==> src/hdl/rire_pkg.sv <==
// Purpose: shared constants and types for the return/rotate execution block
// Assumes: 8-bit data memory, program counter width set by the core
// Notes:   no software-visible registers live here
package rire_pkg;

	// data memory byte width
	localparam int unsigned DATA_W    = 8;
	// program counter width, core dependent
	localparam int unsigned PC_W      = 13;

	// reset values
	localparam logic        MIE_RST   = 1'h0;
	localparam logic [12:0] PC_RST    = 13'h0000;

	// instructions this block executes
	typedef enum logic [1:0] {
		RIRE_OP_NONE,
		RIRE_OP_RETURN_FROM_INTERRUPT,
		RIRE_OP_ROTATE_LEFT_MEMORY
	} rire_op_t;

	// sequencer states
	typedef enum logic [1:0] {
		RIRE_ST_IDLE,
		RIRE_ST_ROT_READ,
		RIRE_ST_ROT_CAPTURE,
		RIRE_ST_ROT_WRITE
	} rire_state_t;

endpackage : rire_pkg

==> src/hdl/rire_exec.sv <==
// Purpose: executes return-from-interrupt and rotate-left-memory for the core
// Assumes: stack top and data memory read data behave as described at the ports
// Notes:   status flags are never written by either instruction
//
// Notes on behaviour
// - return from interrupt loads the program counter from the stack top and leaves the flags alone.
// - return from interrupt sets the master interrupt enable to one.
// - no interrupt is taken while the master interrupt enable is clear.
// - an interrupt pending at return from interrupt is entered before the main program resumes.
// - rotate left moves each memory bit up one place, bit 7 into bit 0, writes back, flags untouched.
`timescale 1ns/1ps
`default_nettype none

module rire_exec #(
	parameter int unsigned DATA_W = rire_pkg::DATA_W,
	parameter int unsigned PC_W   = rire_pkg::PC_W,
	parameter int unsigned ADDR_W = 8
) (
	input  wire logic              clk,
	input  wire logic              rst,
	// instruction issue from decode
	input  wire logic              op_valid,
	output logic                   op_ready,
	input  wire rire_pkg::rire_op_t op_code,
	input  wire logic [ADDR_W-1:0] op_addr,
	// hardware stack
	output logic                   stack_pop,
	input  wire logic [PC_W-1:0]   stack_top,
	// program counter load
	output logic                   pc_load,
	output logic      [PC_W-1:0]   pc_value,
	// data memory
	output logic                   mem_rd,
	output logic                   mem_wr,
	output logic      [ADDR_W-1:0] mem_addr,
	input  wire logic [DATA_W-1:0] mem_rdata,
	output logic      [DATA_W-1:0] mem_wdata,
	// status flag write strobe
	output logic                   flags_we,
	// master interrupt enable and interrupt entry
	input  wire logic              mie_wr,
	input  wire logic              mie_wr_val,
	output logic                   master_interrupt_enable,
	input  wire logic              irq_pending,
	output logic                   irq_take
);

	// widths the logic is built around
	if (DATA_W < 2) begin : g_bad_data
		$error("rire_exec: DATA_W must be at least 2");
	end
	if (PC_W != $bits(rire_pkg::PC_RST)) begin : g_bad_pc
		$error("rire_exec: PC_W must match the package reset value width");
	end

	rire_pkg::rire_state_t state_ff;
	rire_pkg::rire_state_t nxt_state;
	logic                  mie_ff;
	logic                  pc_load_ff;
	logic [PC_W-1:0]       pc_value_ff;
	logic [ADDR_W-1:0]     mem_addr_ff;
	logic [DATA_W-1:0]     mem_wdata_ff;
	logic [DATA_W-1:0]     rot_result;
	logic                  accept;
	logic                  acc_return_from_interrupt;
	logic                  acc_rotl;

	// pending interrupt outranks the next main-program instruction
	assign irq_take = (state_ff == rire_pkg::RIRE_ST_IDLE) && mie_ff && irq_pending;
	assign op_ready = (state_ff == rire_pkg::RIRE_ST_IDLE) && !irq_take;
	assign accept   = op_valid && op_ready;
	assign acc_return_from_interrupt = accept && (op_code == rire_pkg::RIRE_OP_RETURN_FROM_INTERRUPT);
	assign acc_rotl = accept && (op_code == rire_pkg::RIRE_OP_ROTATE_LEFT_MEMORY);

	// stack is read combinationally, so the pop is the accept cycle
	assign stack_pop = acc_return_from_interrupt;

	// neither instruction touches the flags
	assign flags_we = 1'h0;

	// memory strobes follow the sequencer
	assign mem_rd    = (state_ff == rire_pkg::RIRE_ST_ROT_READ);
	assign mem_wr    = (state_ff == rire_pkg::RIRE_ST_ROT_WRITE);
	assign mem_addr  = mem_addr_ff;
	assign mem_wdata = mem_wdata_ff;
	assign pc_load   = pc_load_ff;
	assign pc_value  = pc_value_ff;
	assign master_interrupt_enable = mie_ff;

	// byte rotator
	rire_rotl #(
		.WIDTH    (DATA_W)
	) u_rotl (
		.data_in  (mem_rdata),
		.data_out (rot_result)
	);

	// sequencer next state; return completes in the accept cycle
	always_comb begin
		nxt_state = state_ff;
		unique case (state_ff)
			rire_pkg::RIRE_ST_IDLE: begin
				if (acc_rotl) begin
					nxt_state = rire_pkg::RIRE_ST_ROT_READ;
				end
			end
			rire_pkg::RIRE_ST_ROT_READ: begin
				nxt_state = rire_pkg::RIRE_ST_ROT_CAPTURE;
			end
			rire_pkg::RIRE_ST_ROT_CAPTURE: begin
				nxt_state = rire_pkg::RIRE_ST_ROT_WRITE;
			end
			rire_pkg::RIRE_ST_ROT_WRITE: begin
				nxt_state = rire_pkg::RIRE_ST_IDLE;
			end
		endcase
	end

	// state register
	always_ff @(posedge clk or posedge rst) begin
		if (rst) begin
			state_ff <= rire_pkg::RIRE_ST_IDLE;
		end else begin
			state_ff <= nxt_state;
		end
	end

	// program counter restore from stack top
	always_ff @(posedge clk or posedge rst) begin
		if (rst) begin
			pc_load_ff  <= 1'h0;
			pc_value_ff <= rire_pkg::PC_RST;
		end else begin
			pc_load_ff <= acc_return_from_interrupt;
			if (acc_return_from_interrupt) begin
				pc_value_ff <= stack_top;
			end
		end
	end

	// master enable: return sets it, interrupt entry clears it,
	// other instructions may write it; return wins over a same-cycle write, then entry, then the write
	always_ff @(posedge clk or posedge rst) begin
		if (rst) begin
			mie_ff <= rire_pkg::MIE_RST;
		end else if (acc_return_from_interrupt) begin
			mie_ff <= 1'h1;
		end else if (irq_take) begin
			mie_ff <= 1'h0; // nested entry blocked until the next return or a master enable write
		end else if (mie_wr) begin
			mie_ff <= mie_wr_val;
		end
	end

	// rotate datapath: address held through read and write
	always_ff @(posedge clk or posedge rst) begin
		if (rst) begin
			mem_addr_ff  <= '0;
			mem_wdata_ff <= '0;
		end else begin
			if (acc_rotl) begin
				mem_addr_ff <= op_addr;
			end
			// read data is valid the cycle after the read strobe
			if (state_ff == rire_pkg::RIRE_ST_ROT_CAPTURE) begin
				mem_wdata_ff <= rot_result;
			end
		end
	end

	// checks

	chk_pc_restore: assert property (@(posedge clk) disable iff (rst)
		acc_return_from_interrupt |=> pc_load && (pc_value == $past(stack_top)) && !flags_we)
		else $error("program counter not restored from stack top");

	chk_mie_set: assert property (@(posedge clk) disable iff (rst)
		acc_return_from_interrupt |=> master_interrupt_enable)
		else $error("master enable not set after return from interrupt");

	chk_mie_gate: assert property (@(posedge clk) disable iff (rst)
		!master_interrupt_enable |-> !irq_take)
		else $error("interrupt taken while master enable clear");

	chk_pending_first: assert property (@(posedge clk) disable iff (rst)
		(acc_return_from_interrupt && irq_pending) ##1 irq_pending |-> irq_take && !op_ready)
		else $error("pending interrupt not entered before main program");

	chk_rotate_write: assert property (@(posedge clk) disable iff (rst)
		mem_wr |-> (mem_wdata == {$past(mem_rdata[DATA_W-2:0]), $past(mem_rdata[DATA_W-1])})
			&& (mem_addr == $past(mem_addr, 2)) && !flags_we)
		else $error("rotate result wrong on write back");

	// gating and ordering around interrupt entry
	chk_take_clears: assert property (@(posedge clk) disable iff (rst)
		irq_take |=> !master_interrupt_enable)
		else $error("master enable still set after interrupt entry");

	chk_mie_hold: assert property (@(posedge clk) disable iff (rst)
		(!acc_return_from_interrupt && !irq_take && !mie_wr) |=> (master_interrupt_enable == $past(master_interrupt_enable)))
		else $error("master enable changed with no cause");

	chk_take_blocks: assert property (@(posedge clk) disable iff (rst)
		irq_take |-> !op_ready && !stack_pop)
		else $error("instruction accepted while interrupt entry pending");

	// rotate sequencing and program counter source
	chk_busy_refuse: assert property (@(posedge clk) disable iff (rst)
		(state_ff != rire_pkg::RIRE_ST_IDLE) |-> !op_ready && !irq_take && !stack_pop)
		else $error("issue or entry allowed while rotate busy");

	chk_rotate_seq: assert property (@(posedge clk) disable iff (rst)
		acc_rotl |=> mem_rd && (mem_addr == $past(op_addr)) ##2 mem_wr)
		else $error("rotate read or write strobe out of order");

	chk_rd_pulse: assert property (@(posedge clk) disable iff (rst)
		mem_rd |=> !mem_rd && !mem_wr)
		else $error("read strobe longer than one cycle");

	chk_pc_load_cause: assert property (@(posedge clk) disable iff (rst)
		pc_load |-> $past(acc_return_from_interrupt))
		else $error("program counter loaded without a return");

endmodule : rire_exec

`default_nettype wire

==> src/hdl/rire_rotl.sv <==
// Purpose: combinational one-place left rotate of a data byte
// Assumes: width of at least two bits
// Notes:   top bit wraps into bit zero
`timescale 1ns/1ps
`default_nettype none

module rire_rotl #(
	parameter int unsigned WIDTH = 8
) (
	input  wire logic [WIDTH-1:0] data_in,
	output logic      [WIDTH-1:0] data_out
);

	// a one-bit rotate is meaningless
	if (WIDTH < 2) begin : g_bad_width
		$error("rire_rotl: WIDTH must be at least 2");
	end

	// each bit moves one place toward the top
	for (genvar i = 0; i < WIDTH - 1; i++) begin : g_shift
		assign data_out[i+1] = data_in[i];
	end

	// msb wraps around
	assign data_out[0] = data_in[WIDTH-1];

endmodule : rire_rotl

`default_nettype wire

==> config.mk <==
export PLATFORM = sky130hd
export DESIGN_NAME = rire_exec
export DESIGN_NICKNAME = d
export VERILOG_FILES = /design/src/hdl/rire_pkg.sv /design/src/hdl/rire_exec.sv /design/src/hdl/rire_rotl.sv
export SDC_FILE = /design/constraint.sdc
export NUM_CORES = 1
export LEC_CHECK = 0
export ABC_CLOCK_PERIOD_IN_PS = 1890
export BUFFER_PORTS_ARGS = -buffer_cell sky130_fd_sc_hd__buf_2
export CAP_MARGIN = 30
export CORE_ASPECT_RATIO = 0.9
export CORE_UTILIZATION = 44
export DETAILED_ROUTE_END_ITERATION = 10
export HOLD_SLACK_MARGIN = 0.02
export MAX_ROUTING_LAYER = met4
export PLACE_DENSITY = 0.79
export SYNTH_ARGS = -nofsm -noshare
export SYNTH_HDL_FRONTEND = slang
export SYNTH_SLANG_ARGS = --single-unit
==> constraint.sdc <==
create_clock -name clk -period 1.89 [get_ports clk]
set_input_delay 0.378 -clock clk [delete_from_list [all_inputs] [get_ports clk]]
set_output_delay 0.378 -clock clk [all_outputs]
set_load 0.005 [all_outputs]
* Yosys cells after proc, flatten, opt, wreduce, memory -nomap -nowiden
Cells that the tools add are included.
Word-level totals: register bits 33, latch bits 0, memory bits (writable) 0, ROM bits 0, input port bits 37, output and inout port bits 37, logic and storage cells 26, memories 0
Operators by class: add/subtract/negate cells 0, multipliers 0, div/mod/pow operators 0, magnitude comparators 0, equality and inequality tests 6, shifts and indexed selects 0, mux-type cells 5, bitwise logic cells 0, reductions and logical operators 9
Operators with widths (count):
- 2-bit one-hot mux with 4 select lines | 1
- 2-bit equality test (second input constant) | 3
- 1-bit logical AND | 6
- 2-bit by 1-bit equality test with 1-bit output (second input constant) | 2
- 1-bit two-way mux | 3
- 3-bit nonzero test | 1
- 2-bit zero test | 1
- 2-bit two-way mux | 1
- 2-bit inequality test (second input constant) | 1
- 1-bit zero test | 1

* Logic depth before layout (Yosys ltp)
depth after elaboration 9, depth in mapped cells 6

* Cells and area by module
A second synthesis with hierarchy kept.
Unflattened totals: cells, all modules 97, area total of the unflattened synthesis 1428.9 um2
By module, submodules not included:
- rire_exec | instances 1, cells each 89, area an instance 1368.8 um2, sequential area each 825.8 um2
- rire_rotl | instances 1, cells each 8, area an instance 60.1 um2, sequential area each 0.0 um2

* Worst setup path after synthesis
OpenSTA, ideal clock, no wires.
path kind register -> register, start register state_ff[0], end register pc_value_ff[0], in the netlist pc_value[0], arrival time 1.620 ns, path slack 0.145 ns, stages on the path, launching flop included 7, buffers on the path 1, path through dfrtp_1 inv_1 ha_1 nand2_1 nor4b_4 buf_6 mux2_2
Between the ends: word-level cells in the longest chain between the ends 7
Ends and longest elaborated chain:
- start, declared | line rire_exec.sv:56 | rire_pkg::rire_state_t state_ff;
- start signal, assigned | line rire_exec.sv:122 | state_ff <= rire_pkg::RIRE_ST_IDLE;
- start signal, assigned | line rire_exec.sv:124 | state_ff <= nxt_state;
- 2-bit zero test * | line rire_exec.sv:69, rire_exec.sv:70
- 1-bit logical AND (2 in a row) | line rire_exec.sv:69 | assign irq_take = (state_ff == rire_pkg::RIRE_ST_IDLE) && mie_ff && irq_pending;
- 1-bit zero test | line rire_exec.sv:70 | assign op_ready = (state_ff == rire_pkg::RIRE_ST_IDLE) && !irq_take;
- 1-bit logical AND * | line rire_exec.sv:70
- 1-bit logical AND * | line rire_exec.sv:71 | assign accept = op_valid && op_ready;
- 1-bit logical AND * | line rire_exec.sv:72 | assign acc_return_from_interrupt = accept && (op_code == rire_pkg::RIRE_OP_RETURN_FROM_INTERRUPT);
- named net stack_pop | line rire_exec.sv:27 | output logic stack_pop,
- end signal, assigned | line rire_exec.sv:132 | pc_value_ff <= rire_pkg::PC_RST;
- end signal, assigned | line rire_exec.sv:136 | pc_value_ff <= stack_top;
- end, declared | line rire_exec.sv:60 | logic [PC_W-1:0] pc_value_ff;
The timed path passes the listed nets; every way through them passes the cells marked *. A chain may end at the register's enable or synchronous reset.

* Final worst setup path
start register state_ff[1], end output port stack_pop
Between the ends: word-level cells in the longest chain between the ends 7
Ends and longest elaborated chain (line):
- 2-bit zero test * | rire_exec.sv:69, rire_exec.sv:70
- 1-bit logical AND (2 in a row) | rire_exec.sv:69
- 1-bit zero test | rire_exec.sv:70
- 1-bit logical AND * | rire_exec.sv:70
- 1-bit logical AND * | rire_exec.sv:71
- 1-bit logical AND * | rire_exec.sv:72
- end, declared | rire_exec.sv:27
Mark *: on every way between the ends. The rest lies on a longest branch, timed or not.

==> results by group <==
Yosys
  – Synthesized area: 1370 um2
  – Mapped Nets: ~130
  – Syn Inst Count: 89
  – Largest family of logic cells by synthesized area: multiplexers
  – Sequential share of the synthesized area: between 60 and 70%
  – Xor and xnor area share after synthesis: 0%
  – Synthesis Warnings: 0
  – Synth Area in Compound Gates: 1.55%
  – Yosys cell types: 17
  – Post-Synth Adder-Cell Area: about 4.6%
  – Synth Area in Simple Gates: 3.75%
  – #FFs+latches synth: 33
  – Proportion of synthesized area in mux cells: between 20% and 30%
  – Syn avg cell area: between 15 and 20 um2

Power and ir drop
  – Logic pwr share: about two fifths
  – Power share of the sequential group: 43.9%
  – Internal power: 1.92 mW
  – PwrDens: ~1400 nW/um2
  – Leakage power: approximately 1 nW
  – VDD IR max: about 760 uV
  – Clk network pwr share: 14.2%
  – Switch share: a little under a third
  – Pwr Total: between 2 and 3 mW
  – Psw: ~0.84 mW

Run status
  – Status: finished, final reports clean

STA
  – Clock skew: 0.00964 ns
  – Min Hold Slack: 0.116 ns
  – PnR worst setup slack: approximately 0.011 ns
  – Fin crit period: between 1.5 and 2 ns
  – Max-slew violation count: 0
  – RSZ-0062 raised after global routing: true
  – Setup violators final: 0
  – Final hold vios: 0
  – Tcrit/Tclk final: just under 100%
  – Max Fclk: between 500 and 600 MHz

GRT
  – Gr usage total: 18.1%
  – Antenna violations before repair: 0
  – Total global routing overflow: 0
  – Pin count of the biggest net entering global routing: 34
  – Vias in the first global route: slightly above 1,000
  – First-pass GRT wire length: 4110 um

Floorplanning
  – Io pins: 74
  – Die ar.: about 3300 um2
  – Initial core utilization: ~48%
  – Die X: around 60 um
  – Core Area: around 2800 um2
  – Rows: 18
  – Die Span Y: ~55 um

Clock tree
  – Clk_lat worst skew: around 0.33 ns
  – H-tree levels: 2
  – CTS tree: done
  – Cts bufs inserted: 5
  – Longest Clk Path Bufs: 2
  – Clock Sinks: 33
  – Worst-path clk slew: ~0.10 ns
  – Root cell of the clock tree: clkbuf_4

Cells and area
  – Post-route insts no fill: about 210
  – Reg area: about 830 um2
  – Nets: roughly 210
  – Multi-input logic area: about 520 um2
  – Commonest non-fill, non-tap cell in the layout: buf_2
  – Most frequent cells in the layout: 71 x buf_2, 33 x dfrtp_1, 30 x mux2_2
  – Fillers: between 200 and 250
  – Layout cells sized above 1: between 70% and 80%
  – Layout Utilization: around two thirds
  – Antenna diode count: 0
  – Area growth, synth to finish: 39.2%

Flow run
  – Max_cap viols: 0

Setup path
  – Critical path startpoint category: flip-flop
  – CP max FO: 3
  – CP required: roughly 1.5 ns
  – Crit Path Class: flip-flop to output port
  – Reg2Reg Setup Slack: 0.11 ns
  – Crit path DAT: 1.50 ns
  – Critical path capture point type: output port

Place
  – Setup slack at placement: roughly 0.13 ns
  – Placed insts: just under 200
  – I/O Buffers: 72
  – Routability cong.: approximately 0.7
  – HPWL Detailed: between 2000 and 2500 um

Drt
  – Total Wirelength: approximately 2800 um
  – Routed Antenna Nets: 0
  – 1st-pass router iterations: 4
  – Vias: 997
  – Drc violations: 0
  – DR WL/cell: between 10 and 15 um
  – Starting DRT DRC Count: 28
  – DR vias/cell: ~4.7

Worst hold path
  – Worst min-delay path class: primary input to asynchronous set/reset pin
metal layers:
layer,vias up,global-route usage [%],share of wire [%]
met5,-,-,0
met4,0,10.6,2.1
met3,7,4.65,4.1
met2,30,33.5,58
met1,489,17.2,36
li1,471,-,-
power groups by stage:
| stage | Sequential, mW | Clock [mW] | Combinational (mW) |
|---|---|---|---|
| detailed placement | 1.23 | 0 | 1.04 |
| floorplan | 1.25 | 0 | 0.536 |
| finish | 1.21 | 0.392 | 1.16 |
| global route | 1.25 | 0.432 | 1.28 |
| CTS | 1.21 | 0.408 | 1.13 |
| global placement | 1.21 | 0 | 1.01 |
critical path, cell delays in order (launching register included):
cell and delay, ns:
dfrtp_1 0.41, inv_2 0.09, ha_4 0.15, nand2_4 0.05, nor4b_4 0.26, buf_12 0.14, buf_6 0.08
cells in the mapped netlist:
cell type  number  share of area, %
clkbuf_1        1              0.27
buf_2           1              0.37
nor4b_4         1               1.7
buf_6           1              0.82
o21bai_1        1              0.55
mux2i_1         2               1.5
and4bb_2        1              0.91
nand2_1         2              0.55
buf_4           1              0.55
nor2_1          2              0.55
inv_1           5               1.4
dfrtp_1        33                60
mux2_2         30                25
a21oi_1         1              0.37
a41oi_1         1              0.64
conb_1          1              0.27
ha_1            5               4.6
sequential cells by signal, summed over array words and instances, names as in the netlist:
signal	cells
pc_value	13
mem_addr	8
mem_wdata	8
state_ff	2
master_interrupt_enable	1
pc_load	1
worst paths after layout:
path / startpoint / end / depth (start not counted)
worst max register to register: state_ff[1] / pc_value[5] / 7
worst max-delay path: state_ff[1] / stack_pop / 6
max in group asynchronous: rst / pc_load / 3
min in group clk: op_addr[0] / mem_addr[0] / 2
worst min-delay path: rst / mem_wdata[5] / 3
worst min register to register: mem_addr[1] / mem_addr[1] / 1
logic make-up (layout without fill, tap and decap cells):
| family | Yosys count | in the layout |
|---|---|---|
| buffers and inverters | 9 | 92 |
| muxes | 32 | 32 |
| adders and majority gates | 5 | 5 |
| DFF | 33 | 33 |
| AOI/OAI and AO/OA | 3 | 3 |
| other | 1 | 1 |
| and+or+nand+nor | 6 | 6 |
layout make-up:
| cell class | count | area share (%) |
|---|---|---|
| Inverter | 5 | 0.985 |
| Clock buffer | 7 | 2.89 |
| Timing Repair Buffer | 80 | 23.0 |
| Sequential cell | 33 | 43.3 |
| Multi-Input combinational cell | 47 | 27.1 |
| Tap cell | 40 | 2.63 |
metrics by stage:
| step | instance area, um2 | setup TNS (ns) |
|---|---|---|
| 3_3_place_gp | 1780 | 0 |
| 2_1_floorplan | 1370 | 0 |
| 5_1_grt | 1910 | -0.0808 |
| 3_5_place_dp | 1780 | 0 |
| 6_report | 1910 | 0 |
| 4_1_cts | 1880 | -0.0892 |
what timing repair did:
item                       in CTS  in global routing
resized for setup               7                  0
setup endpoints to repair       1                 14
hold buffers                    0                  0
buffers inserted                3                  3
pin swaps                       2                  1
Power figures use the tool's default switching activity.
